===== src/core/mel_pkg.sv =====
// Constants, types and register map of the motion event latch.
// Assumes one APB clock domain; motion inputs arrive on that clock.
//
// Functional notes
// (RULE_01) Trigger captures positions, target, data number, loop
// (RULE_02) Jump/advance: destination target; stop: stopped target
// (RULE_03) Loop count stored only during loop operation
// (RULE_04) Captures persist until cleared; power-up clears
// (RULE_05) Low/high event jump in stored-data operation triggers
// (RULE_06) Step-advance switching stored-data operation triggers
// (RULE_07) Stops by excite/release/deviation/deexcite/stop inputs trigger
// (RULE_08) Overtravel or alarm stops trigger
// (RULE_09) Block-input stops trigger only in that direction
// (RULE_10) Clear edge clears status and three flags
// (RULE_11) Clear zeroes latch status and event positions
// (RULE_12) Clear resets cumulative load when auto-clear off
// (RULE_13) Low/high event triggers set their flags
// (RULE_14) Advance edge sets flag until clear edge
// (RULE_15) Event monitor overwritten on every trigger
// (RULE_16) Latch monitor keeps first capture while status set
// (RULE_17) Monitors readable by host over fieldbus
// (RULE_18) Auto-clear zeroes load at each motion start
// (RULE_19) Inputs synchronised; clear before same-cycle capture

package mel_pkg;

   // ********************************************************
   // Sizes and categories
   // ********************************************************
   localparam int ADDR_W = 8;
   localparam int NUM_CAT = 4;
   localparam int CAT_ADV = 0;
   localparam int CAT_LOW = 1;
   localparam int CAT_HIGH = 2;
   localparam int CAT_STOP = 3;
   localparam int SYNC_STAGES = 3;

   // ********************************************************
   // Stop causes
   // ********************************************************
   localparam int STOP_W = 10;
   localparam int STOP_EXCITE = 0;
   localparam int STOP_RELEASE = 1;
   localparam int STOP_DEV_RESET = 2;
   localparam int STOP_DEEXCITE = 3;
   localparam int STOP_PLAIN = 4;
   localparam int STOP_SOFT_OT = 5;
   localparam int STOP_HARD_OT = 6;
   localparam int STOP_ALARM = 7;
   localparam int STOP_FWD_BLOCK = 8;
   localparam int STOP_REV_BLOCK = 9;

   // ********************************************************
   // Register map
   // ********************************************************
   localparam logic [7:0] SLOT_STRIDE = 8'h20;
   localparam logic [2:0] F_EV_CMD = 3'h0;
   localparam logic [2:0] F_EV_FB = 3'h1;
   localparam logic [2:0] F_LA_STAT = 3'h2;
   localparam logic [2:0] F_LA_CMD = 3'h3;
   localparam logic [2:0] F_LA_FB = 3'h4;
   localparam logic [2:0] F_LA_TGT = 3'h5;
   localparam logic [2:0] F_LA_OPN = 3'h6;
   localparam logic [2:0] F_LA_LOOP = 3'h7;
   localparam logic [7:0] ADDR_CTRL = 8'h80;
   localparam logic [7:0] ADDR_CUM_LOAD = 8'h84;
   localparam logic [7:0] ADDR_IRQ_STAT = 8'h88;
   localparam logic [7:0] ADDR_IRQ_MASK = 8'h8C;
   localparam logic [7:0] ADDR_FLAGS = 8'h90;
   localparam int CTRL_AUTO_CLR_BIT = 0;
   localparam logic CTRL_AUTO_CLR_RST = 1'b1;
   localparam logic [3:0] IRQ_MASK_RST = 4'h0;
   localparam logic [31:0] CUM_LIMIT = 32'h7FFFFFFF;

   typedef enum logic {
      APB_IDLE = 1'b0,
      APB_DONE = 1'b1
   } mel_apb_state_t;

endpackage


===== src/core/mel_motion_event_latch.sv =====
// Motion event latch: trigger capture, flags, monitors, APB access.
// Assumes motion inputs on pclk; clear and advance are raw pins.
`timescale 1ns/1ps
module mel_motion_event_latch
#(
   parameter int POS_W = 32,
   parameter int OPN_W = 8,
   parameter int LOOP_W = 16,
   parameter int LOAD_W = 16
)
(
   input wire logic pclk,
   input wire logic presetn,
   input wire logic psel,
   input wire logic penable,
   input wire logic pwrite,
   input wire logic [mel_pkg::ADDR_W-1:0] paddr,
   input wire logic [31:0] pwdata,
   output logic [31:0] prdata,
   output logic pready,
   output logic pslverr,
   input wire logic capture_clear_input,
   input wire logic step_advance_input,
   input wire logic sd_active,
   input wire logic advance_switches,
   input wire logic low_event_jump,
   input wire logic high_event_jump,
   input wire logic [mel_pkg::STOP_W-1:0] stop_cause,
   input wire logic moving_forward,
   input wire logic moving_reverse,
   input wire logic [POS_W-1:0] cmd_pos,
   input wire logic [POS_W-1:0] fb_pos,
   input wire logic [POS_W-1:0] dest_target,
   input wire logic [POS_W-1:0] stop_target,
   input wire logic [OPN_W-1:0] op_number,
   input wire logic loop_active,
   input wire logic [LOOP_W-1:0] loop_count,
   input wire logic in_motion,
   input wire logic load_valid,
   input wire logic [LOAD_W-1:0] load_sample,
   output logic advance_captured_flag,
   output logic low_event_captured_flag,
   output logic high_event_captured_flag,
   output logic irq
);
   import mel_pkg::*;

   // ********************************************************
   // Declarations
   // ********************************************************
   logic clr_rise;
   logic adv_rise;
   logic [STOP_W-1:0] stop_hit;
   logic [NUM_CAT-1:0] trig;
   logic [NUM_CAT-1:0] la_stat;
   logic [POS_W-1:0] ev_cmd [NUM_CAT];
   logic [POS_W-1:0] ev_fb [NUM_CAT];
   logic [POS_W-1:0] la_cmd [NUM_CAT];
   logic [POS_W-1:0] la_fb [NUM_CAT];
   logic [POS_W-1:0] la_tgt [NUM_CAT];
   logic [OPN_W-1:0] la_opn [NUM_CAT];
   logic [LOOP_W-1:0] la_loop [NUM_CAT];
   logic [POS_W-1:0] snap_tgt [NUM_CAT];
   logic [LOOP_W-1:0] snap_loop;
   logic auto_clear;
   logic [31:0] cum_load;
   logic [NUM_CAT-1:0] irq_stat;
   logic [NUM_CAT-1:0] irq_mask;
   logic [NUM_CAT-1:0] irq_set;
   mel_apb_state_t apb_state;
   logic [31:0] rd_data;
   logic rd_ok;
   logic wr_take;

   // ********************************************************
   // Address helpers
   // ********************************************************
   function automatic logic in_slots(input logic [ADDR_W-1:0] a);
      in_slots = (a < 8'(NUM_CAT * SLOT_STRIDE)) && (a[1:0] == 2'h0);
   endfunction

   function automatic logic [2:0] field_of(input logic [ADDR_W-1:0] a);
      field_of = a[4:2];
   endfunction

   function automatic logic [1:0] slot_of(input logic [ADDR_W-1:0] a);
      slot_of = a[6:5];
   endfunction

   // ********************************************************
   // Pin synchronisers
   // ********************************************************
   // (RULE_19) Clear pin edge
   mel_sync_edge u_clr_sync
   (
      .clk(pclk),
      .rst_n(presetn),
      .pin(capture_clear_input),
      .level(),
      .rise(clr_rise)
   );

   // (RULE_19) Advance pin edge
   mel_sync_edge u_adv_sync
   (
      .clk(pclk),
      .rst_n(presetn),
      .pin(step_advance_input),
      .level(),
      .rise(adv_rise)
   );

   // ********************************************************
   // Trigger sources
   // ********************************************************
   always_comb
   begin
      // (RULE_07) Input-caused stops
      // (RULE_08) Overtravel and alarm stops
      stop_hit = stop_cause;
      // (RULE_09) Block stops need direction
      stop_hit[STOP_FWD_BLOCK] = stop_cause[STOP_FWD_BLOCK]
                                 & moving_forward;
      stop_hit[STOP_REV_BLOCK] = stop_cause[STOP_REV_BLOCK]
                                 & moving_reverse;
   end

   always_comb
   begin
      // (RULE_06) Advance switches operation
      trig[CAT_ADV] = adv_rise & sd_active & advance_switches;
      // (RULE_05) Event jumps in stored data
      trig[CAT_LOW] = low_event_jump & sd_active;
      trig[CAT_HIGH] = high_event_jump & sd_active;
      trig[CAT_STOP] = |stop_hit;
   end

   // ********************************************************
   // Captured values
   // ********************************************************
   always_comb
   begin
      // (RULE_02) Target by trigger kind
      snap_tgt[CAT_ADV] = dest_target;
      snap_tgt[CAT_LOW] = dest_target;
      snap_tgt[CAT_HIGH] = dest_target;
      snap_tgt[CAT_STOP] = stop_target;
      // (RULE_03) Loop count only in loop
      snap_loop = loop_active ? loop_count : '0;
   end

   // ********************************************************
   // Event monitor
   // ********************************************************
   always_ff @(posedge pclk or negedge presetn)
   begin
      if (!presetn)
      begin
         for (int i = 0; i < NUM_CAT; i++)
         begin
            ev_cmd[i] <= '0;
            ev_fb[i] <= '0;
         end
      end
      else
      begin
         for (int i = 0; i < NUM_CAT; i++)
         begin
            // (RULE_15) Overwrite on every trigger
            if (trig[i])
            begin
               ev_cmd[i] <= cmd_pos;
               ev_fb[i] <= fb_pos;
            end
            // (RULE_11) Clear zeroes positions
            else if (clr_rise)
            begin
               ev_cmd[i] <= '0;
               ev_fb[i] <= '0;
            end
         end
      end
   end

   // ********************************************************
   // Latch monitor
   // ********************************************************
   always_ff @(posedge pclk or negedge presetn)
   begin
      // (RULE_04) Power-up clears captures
      if (!presetn)
      begin
         la_stat <= '0;
         for (int i = 0; i < NUM_CAT; i++)
         begin
            la_cmd[i] <= '0;
            la_fb[i] <= '0;
            la_tgt[i] <= '0;
            la_opn[i] <= '0;
            la_loop[i] <= '0;
         end
      end
      else
      begin
         for (int i = 0; i < NUM_CAT; i++)
         begin
            // (RULE_16) First capture only
            // (RULE_19) Clear then capture
            if (trig[i] && (!la_stat[i] || clr_rise))
            begin
               // (RULE_01) Capture motion snapshot
               la_stat[i] <= 1'b1;
               la_cmd[i] <= cmd_pos;
               la_fb[i] <= fb_pos;
               la_tgt[i] <= snap_tgt[i];
               la_opn[i] <= op_number;
               la_loop[i] <= snap_loop;
            end
            // (RULE_11) Clear latch status
            else if (clr_rise)
               la_stat[i] <= 1'b0;
         end
      end
   end

   // ********************************************************
   // Latched flag outputs
   // ********************************************************
   always_ff @(posedge pclk or negedge presetn)
   begin
      if (!presetn)
         advance_captured_flag <= 1'b0;
      // (RULE_14) Advance edge sets flag
      else if (adv_rise)
         advance_captured_flag <= 1'b1;
      // (RULE_10) Clear edge drops flag
      else if (clr_rise)
         advance_captured_flag <= 1'b0;
   end

   always_ff @(posedge pclk or negedge presetn)
   begin
      if (!presetn)
      begin
         low_event_captured_flag <= 1'b0;
         high_event_captured_flag <= 1'b0;
      end
      else
      begin
         // (RULE_13) Event triggers set flags
         if (trig[CAT_LOW])
            low_event_captured_flag <= 1'b1;
         // (RULE_10) Clear edge drops flag
         else if (clr_rise)
            low_event_captured_flag <= 1'b0;
         if (trig[CAT_HIGH])
            high_event_captured_flag <= 1'b1;
         else if (clr_rise)
            high_event_captured_flag <= 1'b0;
      end
   end

   // ********************************************************
   // Cumulative load
   // ********************************************************
   mel_load_accum #(.LOAD_W(LOAD_W)) u_load
   (
      .clk(pclk),
      .rst_n(presetn),
      .auto_clear(auto_clear),
      .in_motion(in_motion),
      .clear_req(clr_rise),
      .sample_valid(load_valid),
      .sample(load_sample),
      .total(cum_load)
   );

   // ********************************************************
   // Interrupts
   // ********************************************************
   assign irq_set = {trig[CAT_STOP], trig[CAT_HIGH],
                     trig[CAT_LOW], adv_rise};

   always_ff @(posedge pclk or negedge presetn)
   begin
      if (!presetn)
         irq_stat <= '0;
      else if (wr_take && paddr == ADDR_IRQ_STAT)
         irq_stat <= (irq_stat & ~pwdata[NUM_CAT-1:0]) | irq_set;
      else
         irq_stat <= irq_stat | irq_set;
   end

   always_ff @(posedge pclk or negedge presetn)
   begin
      if (!presetn)
         irq <= 1'b0;
      else
         irq <= |(irq_stat & irq_mask);
   end

   // ********************************************************
   // Writable configuration
   // ********************************************************
   always_ff @(posedge pclk or negedge presetn)
   begin
      if (!presetn)
      begin
         auto_clear <= CTRL_AUTO_CLR_RST;
         irq_mask <= IRQ_MASK_RST;
      end
      else if (wr_take)
      begin
         if (paddr == ADDR_CTRL)
            auto_clear <= pwdata[CTRL_AUTO_CLR_BIT];
         if (paddr == ADDR_IRQ_MASK)
            irq_mask <= pwdata[NUM_CAT-1:0];
      end
   end

   // ********************************************************
   // Read decode
   // ********************************************************
   // (RULE_17) Monitors readable by host
   always_comb
   begin
      rd_data = '0;
      rd_ok = 1'b1;
      if (in_slots(paddr))
      begin
         case (field_of(paddr))
            F_EV_CMD: rd_data = 32'(ev_cmd[slot_of(paddr)]);
            F_EV_FB: rd_data = 32'(ev_fb[slot_of(paddr)]);
            F_LA_STAT: rd_data = 32'(la_stat[slot_of(paddr)]);
            F_LA_CMD: rd_data = 32'(la_cmd[slot_of(paddr)]);
            F_LA_FB: rd_data = 32'(la_fb[slot_of(paddr)]);
            F_LA_TGT: rd_data = 32'(la_tgt[slot_of(paddr)]);
            F_LA_OPN: rd_data = 32'(la_opn[slot_of(paddr)]);
            F_LA_LOOP: rd_data = 32'(la_loop[slot_of(paddr)]);
            default: rd_data = '0;
         endcase
      end
      else
      begin
         case (paddr)
            ADDR_CTRL: rd_data = 32'(auto_clear);
            ADDR_CUM_LOAD: rd_data = cum_load;
            ADDR_IRQ_STAT: rd_data = 32'(irq_stat);
            ADDR_IRQ_MASK: rd_data = 32'(irq_mask);
            ADDR_FLAGS: rd_data = 32'({la_stat,
                                        high_event_captured_flag,
                                        low_event_captured_flag,
                                        advance_captured_flag});
            default: rd_ok = 1'b0;
         endcase
      end
   end

   // ********************************************************
   // APB slave
   // ********************************************************
   assign wr_take = (apb_state == APB_DONE) && psel && penable
                    && pwrite && !pslverr;

   always_ff @(posedge pclk or negedge presetn)
   begin
      if (!presetn)
      begin
         apb_state <= APB_IDLE;
         pready <= 1'b0;
         pslverr <= 1'b0;
         prdata <= '0;
      end
      else
      begin
         case (apb_state)
            APB_IDLE:
            begin
               if (psel && penable)
               begin
                  apb_state <= APB_DONE;
                  pready <= 1'b1;
                  pslverr <= !rd_ok;
                  prdata <= pwrite ? '0 : rd_data;
               end
            end
            APB_DONE:
            begin
               apb_state <= APB_IDLE;
               pready <= 1'b0;
               pslverr <= 1'b0;
            end
            default:
            begin
               apb_state <= APB_IDLE;
               pready <= 1'b0;
               pslverr <= 1'b0;
            end
         endcase
      end
   end

endmodule


===== src/core/mel_sync_edge.sv =====
// Three-stage synchroniser with rising-edge detection for a pin.
// Assumes the pin is asynchronous to clk.
`timescale 1ns/1ps
module mel_sync_edge
(
   input wire logic clk,
   input wire logic rst_n,
   input wire logic pin,
   output logic level,
   output logic rise
);
   import mel_pkg::*;

   logic [SYNC_STAGES-1:0] sync;

   // (RULE_19) Synchronise pin
   always_ff @(posedge clk or negedge rst_n)
   begin
      if (!rst_n)
         sync <= '0;
      else
         sync <= {sync[SYNC_STAGES-2:0], pin};
   end

   // (RULE_19) Agreed level and edge
   always_ff @(posedge clk or negedge rst_n)
   begin
      if (!rst_n)
      begin
         level <= 1'b0;
         rise <= 1'b0;
      end
      else
      begin
         rise <= 1'b0;
         if (sync[1] == sync[2] && sync[2] != level)
         begin
            level <= sync[2];
            rise <= sync[2];
         end
      end
   end

endmodule


===== src/core/mel_load_accum.sv =====
// Saturating cumulative load accumulator with two clear modes.
// Assumes all inputs on clk; in_motion is a level.
`timescale 1ns/1ps
module mel_load_accum
#(
   parameter int LOAD_W = 16
)
(
   input wire logic clk,
   input wire logic rst_n,
   input wire logic auto_clear,
   input wire logic in_motion,
   input wire logic clear_req,
   input wire logic sample_valid,
   input wire logic [LOAD_W-1:0] sample,
   output logic [31:0] total
);
   import mel_pkg::*;

   logic motion_d;
   logic [32:0] sum;

   assign sum = {1'b0, total} + 33'(sample);

   always_ff @(posedge clk or negedge rst_n)
   begin
      if (!rst_n)
         motion_d <= 1'b0;
      else
         motion_d <= in_motion;
   end

   always_ff @(posedge clk or negedge rst_n)
   begin
      if (!rst_n)
         total <= '0;
      // (RULE_18) Zero on motion start
      else if (auto_clear && in_motion && !motion_d)
         total <= '0;
      // (RULE_12) Clear only without auto-clear
      else if (clear_req && !auto_clear)
         total <= '0;
      else if (sample_valid)
      begin
         if (sum > {1'b0, CUM_LIMIT})
            total <= CUM_LIMIT;
         else
            total <= sum[31:0];
      end
   end

endmodule


===== config.mk =====
export PLATFORM = sky130hd
export DESIGN_NAME = mel_motion_event_latch
export DESIGN_NICKNAME = d
export VERILOG_FILES = /design/src/core/mel_pkg.sv /design/src/core/mel_motion_event_latch.sv /design/src/core/mel_sync_edge.sv /design/src/core/mel_load_accum.sv
export SDC_FILE = /design/constraint.sdc
export NUM_CORES = 1
export LEC_CHECK = 0
export BUFFER_PORTS_ARGS = -buffer_cell sky130_fd_sc_hd__buf_2
export CELL_PAD_IN_SITES_DETAIL_PLACEMENT = 1
export CELL_PAD_IN_SITES_GLOBAL_PLACEMENT = 1
export CORE_UTILIZATION = 41
export DETAILED_ROUTE_END_ITERATION = 6
export PLACE_DENSITY = 0.72
export SETUP_SLACK_MARGIN = 0.2
export SLEW_MARGIN = 20
export SYNTH_ARGS = -nofsm -noshare
export SYNTH_HDL_FRONTEND = slang
export SYNTH_HIERARCHICAL = 1
export SYNTH_SLANG_ARGS = --single-unit

===== constraint.sdc =====
create_clock -name pclk -period 2.75 [get_ports pclk]
set_clock_uncertainty 0.1 [all_clocks]
set_input_delay 0.4125 -clock pclk [delete_from_list [all_inputs] [get_ports pclk]]
set_output_delay 0.4125 -clock pclk [all_outputs]
set_load 0.005 [all_outputs]

# Word-level counts from Yosys, hierarchy flattened
# Index checks and enable logic that the tools add are counted.
# classes
addsub,1
n_lt_le_gt_ge,4
eq_ne,17
mux,60
n_bitwise,13
n_reduce_logical,46
# op_table
op,n
2-to-1 mux 32 bit,25
binary-select mux 32 bit (select 2 bit),5
one-hot mux 32 bit (8 select lines),1
one-hot mux 32 bit (5 select lines),1
2-to-1 mux 16 bit,3
"equality test 8 bit, second input constant",5
adder 32 x 16 -> 33 bit,1
"> comparator 33 x 31 -> 1 bit, second input constant",1
binary-select mux 16 bit (select 2 bit),1
nonzero test 2 bit,9
binary-select mux 8 bit (select 2 bit),1
logical AND 1 bit,16
2-to-1 mux 1 bit,16
2-to-1 mux 8 bit,2
"equality test 3 bit, second input constant",4
OR reduction 10 bit,1
AND 4 bit,2
zero test 1 bit,8
"less-than comparator 8 bit, second input constant",1
bitwise OR 4 bit,2
AND 1 bit,6
"equality test 3 x 2 -> 1 bit, second input constant",2
one-hot mux 1 bit (2 select lines),3
AND reduction 2 bit,3
17 further kinds,22
# word_totals
register_bits,831
input_bits,234
out_inout_bits,38
wordCells,192

# Depth between registers and ports, before layout
# depth
depth_word,7
depth_mapped,11
mapped_depth_nobuf,10

# Cells and area by module
# Netlist, hierarchy kept.
# modules_own_cells
module,instances,cells_each,area_each_um2,seq_area_each_um2
mel_motion_event_latch,1,3166,36015.8,19720.2
mel_load_accum,1,283,2504.9,825.8
mel_sync_edge,2,7,146.4,125.1

# Worst setup path before layout
# OpenSTA, ideal clock, no wires.
# synth_path
kind,input to register
from,input port load_sample[6]
to,register u_load.total[19]
setup_time_ps,94
arrival_ps,2490
required_time_ps,2556
setup_slack_ps,67
path_stages,9
path_buffers,1
path_cell_list,ha_1 -> a21oi_1 -> a21boi_0 -> nand3_1 -> a2111oi_2 -> mux2i_1 -> buf_6 -> nand2_4 -> a221oi_2
# synth_between
elab_chain_cells,6
# synth_lines
element,line,text
"start, declared",mel_motion_event_latch.sv:40,"input wire logic [LOAD_W-1:0] load_sample,"
adder 32 x 16 -> 33 bit (*),mel_load_accum.sv:23,"assign sum = {1'b0, total} + 33'(sample);"
> comparator 33 x 31 -> 1 bit,mel_load_accum.sv:45,"if (sum > {1'b0, CUM_LIMIT})"
2-to-1 mux 32 bit (*),mel_load_accum.sv:45,
2-to-1 mux 32 bit (*),mel_load_accum.sv:43,else if (sample_valid)
2-to-1 mux 32 bit (*),mel_load_accum.sv:41,else if (clear_req && !auto_clear)
2-to-1 mux 32 bit (*),mel_load_accum.sv:38,else if (auto_clear && in_motion && !motion_d)
"end signal, assigned",mel_load_accum.sv:48,total <= sum[31:0];
"end, declared",mel_load_accum.sv:16,output logic [31:0] total
# Every way passes the cells marked *; elsewhere a longest branch is shown, timed or not. The select of a mux whose other input is x is not followed.
# A chain may end at the register's enable or synchronous reset.

# Worst setup path after layout
# layout_path
from,register u_load.total[4]
to,register u_load.total[21]
# layout_between
elab_chain_cells,6
# layout_lines
element,line
adder 32 x 16 -> 33 bit (*),mel_load_accum.sv:23
> comparator 33 x 31 -> 1 bit,mel_load_accum.sv:45
2-to-1 mux 32 bit (*),mel_load_accum.sv:45
2-to-1 mux 32 bit (*),mel_load_accum.sv:43
2-to-1 mux 32 bit (*),mel_load_accum.sv:41
2-to-1 mux 32 bit (*),mel_load_accum.sv:38
# Marks and branches as above.

==> summary.txt <==
Yosys
  • Top post-synthesis cells by area: dfrtp_1, mux4_2, mux2_2
  • Synthesized area per cell: approximately 11 µm²
  • Async SR Flop Fraction: 100%
  • Yosys cell types: 86
  • Post-Synthesis Cells: 3463
  • Synthesized Nets: 3714
  • Seq/Total Area, Yosys: ~54%
  • Synthesized flop and latch total: ~830
  • Synth warn: 6
  • Most common cell in the synthesized netlist: nand2_1
  • Synth Flop Type: dfrtp_1
  • Post-synth top area share: 53.5%
  • Largest area contributor in the netlist: dfrtp_1
  • Post-synth EDFFs: 0
  • Synth cell count leaders: nand2_1, dfrtp_1, mux2_2
  • Synthesized area: a little under 40000 µm²

Layout
  • Utilization after layout: around half
  • Final Non-Filler Cells: 5250
  • Area Growth Syn to Fin: 23.0%
  • # nets final: about 4200
  • Share of cells above drive strength 1: around 30%

Worst setup path
  • Cells along the critical path: ha_4, o211ai_1, o211ai_1, nand3_2, a2111oi_4, mux2i_1, buf_4, buf_12, nor3b_4, a32oi_1
  • Crit-path max FO: 5
  • Data required, critical path: around 3.2 ns
  • FF-to-FF setup slack: -0.06 ns
  • Critical Path Sink Type: flop
  • CP max stage cell: a2111oi_4
  • Startpoint class of the critical path: flop
  • FF-to-FF End: u_load/total[21]$_DFFE_PN0P_
  • Most common cell on crit path: o211ai_1
  • Worst reg2reg path depth: 10
  • Crit-path max cell delay: between 0.4 and 0.5 ns
  • CP arrival: about 3.2 ns
  • R2R Path Start: u_load/total[4]$_DFFE_PN0P_
  • Kind of critical path: reg -> reg

Global route
  • Grt ovf: 0
  • First-pass GRT wire length: about 200000 µm
  • Initial antenna violation count: 20
  • GRT Total Usage: between 20% and 30%
  • Vias in the first global route: ~33000
  • Largest net degree at the start of global routing: between 150 and 200

Pwr
  • Switch share: 29.5%
  • Internal power: approximately 0.026 W
  • P per Cell Area: between 700 and 800 nW/µm²
  • Clk pwr share: 33.6%
  • Sequential cell fraction of total power: roughly 43%
  • Leakage: 22.0 nW
  • Max VDD drop: approximately 0.5 mV
  • Fraction of power consumed by combinational cells: approximately a quarter
  • Switch Pwr: approximately 0.011 W

Detailed routing
  • Vias: about 30000
  • Vias per cell: 5.71
  • Total wire length: around 130000 µm
  • DR pass1 iterations: 5
  • DRC: 0
  • WL/cell: 25.3 µm
  • Routed Antenna Nets: 0
  • DRT iter0 DRCs: between 2000 and 2500

Outcome
  • Status: complete, but fails checks
  • Failing checks: negative setup slack

CTS
  • Clock Latency Late Sink: between 0.6 and 0.7 ns
  • Total CTS buffers: 92
  • H-tree Lvls: 3
  • Clk slew on worst S/H paths: 0.06 ns
  • TritonCTS Sinks: 831
  • Clock Tree Buf Depth: 3
  • CTS tree: done
  • Root buf cell: clkbuf_16

Placed design
  • Placed Instances: about 5000
  • RD Place Congestion: roughly 0.93
  • Port buffer count: between 200 and 250
  • Hpwl dp: roughly 87000 µm

Hold path
  • Hold endpoint: la_loop[15]$_DFFE_PN0P_
  • Hold Path Origin: loop_count[15]
  • Hold Path Depth: 3
  • Class of the worst hold path: in -> reg

Timing
  • Final Setup Violations: 4
  • FMAX: ~360 MHz
  • Period utilisation layout: 102%
  • RSZ-0062 raised after global routing: true
  • Final worst setup slack: -0.0598 ns
  • Pins Over Slew Limit: 0
  • Slew HR: 36.3%
  • Worst slew pin tran: 0.956 ns
  • Final hold viol count: 0
  • Final Critical Period: 2.81 ns

Floorplan
  • Initial core utilization: between 40% and 50%
  • Chip width: between 300 and 400 µm
  • Row cnt: about 110
  • Top Ports: around 270
  • Core box area: around 94000 µm²
  • Die height: roughly 310 µm
  • Die area: around 96000 µm²

Job
  • Max-cap violation count: 0
## cell usage in the layout (no fill, tap or decap), drive strengths merged, types with 13 or more instances in the layout
cell	n
a21oi	46
ha	16
a211oi	13
o221ai	14
o21ai	321
clkbuf	129
buf	456
mux4	175
nand3	86
and3	13
clkinv	28
nor2	33
mux2	336
o22ai	24
o21a	16
a22oi	28
inv	34
nor3	18
dfrtp	830
a31oi	22
and2	22
mux2i	40
a21o	13
nand2	984
dlygate4sd3	150
## worst max-delay path by stage
stage	startpoint	endpoint	slack, ns	depth (start not counted)
global route	u_load/total[1]$_DFFE_PN0P_	u_load/total[19]$_DFFE_PN0P_	-0.19	10
finish	u_load/total[4]$_DFFE_PN0P_	u_load/total[21]$_DFFE_PN0P_	-0.06	10
detailed placement	load_sample[0]	u_load/total[21]$_DFFE_PN0P_	-0.21	12
global placement	load_sample[14]	u_load/total[24]$_DFFE_PN0P_	-0.15	10
floorplan	u_load/total[4]$_DFFE_PN0P_	u_load/total[19]$_DFFE_PN0P_	0.17	9
CTS	u_load/total[3]$_DFFE_PN0P_	u_load/total[21]$_DFFE_PN0P_	0.005	9
## logic make-up after synthesis
group / count (synthesis) / share of synthesized area, %
adders and majority gates: 19 / 0.625
DFF: 831 / 53.6
muxes: 551 / 20.9
buffers and inverters: 278 / 3.01
and+or+nand+nor: 1211 / 12.9
AOI/OAI and AO/OA: 558 / 8.61
xor gates and xnor gates: 15 / 0.338
## state kept, by name, indices dropped and copies added, names as in the netlist, 4 cells and up
name	count
prdata	32
la_cmd	128
la_opn	32
la_fb	128
irq_mask	4
ev_cmd	128
la_tgt	128
la_stat	4
u_load/total	32
irq_stat	4
ev_fb	128
la_loop	64
## area by class of cell
cell class                      instances  area, µm²
Fill cell                            9999      45900
Sequential cell                       831      20800
Multi-Input combinational cell       2354      17200
Timing Repair Buffer                  606       4990
Clock buffer                          129       2660
Tap cell                             1254       1570
Clock inverter                         39        367
Inverter                               30        120
Antenna cell                            7       17.5
## layer usage
layer	share of wire (%)	wire, µm	up-vias	GRT usage (%)
li1	-	-	13108	-
met1	42	55800	15841	37.9
met2	49	65000	803	46.6
met3	5.8	7650	204	4.57
met4	3.3	4380	14	9.46
met5	0.074	98	-	0
## timing repair
item	4_1_cts	5_1_grt
pin swaps	8	12
resized for setup	15	21
endpoints found under the setup margin	30	32
endpoints found under the hold margin	513	0
hold buffers	150	0
setup buffers	6	7
## power by group through the flow
stage	registers, W	logic, W	clock network (W)
finish	0.0161	0.00866	0.0125
global route	0.0163	0.00928	0.0131
global placement	0.0160	0.00780	0
CTS	0.0160	0.00850	0.0126
floorplan	0.0156	0.00491	0
detailed placement	0.0162	0.00809	0
## per-stage QoR
stage / hold slack, ns / setup TNS, ns / worst slack, ns / cell area (µm²) / power [W]
floorplan: 0.0169 / 0 / 0.166 / 38900 / 0.0206
global placement: 0.240 / -0.758 / -0.148 / 42900 / 0.0238
detailed placement: 0.248 / -1.92 / -0.206 / 42900 / 0.0242
CTS: 0.00224 / 0 / 0.00531 / 47600 / 0.0371
global route: 0.0290 / -2.12 / -0.188 / 47700 / 0.0388
finish: 0.0141 / -0.177 / -0.0598 / 47800 / 0.0372
## worst max-delay path: cells and delay by family (launching register included)
kind            cells  cell delay [ns]
fa+ha+maj           1             0.29
flops               1             0.41
compound gates      4             0.98
simple gates        2             0.46
mux                 1             0.13
buf+inv             2             0.32
Note: power is estimated with default switching activity, not from simulation.
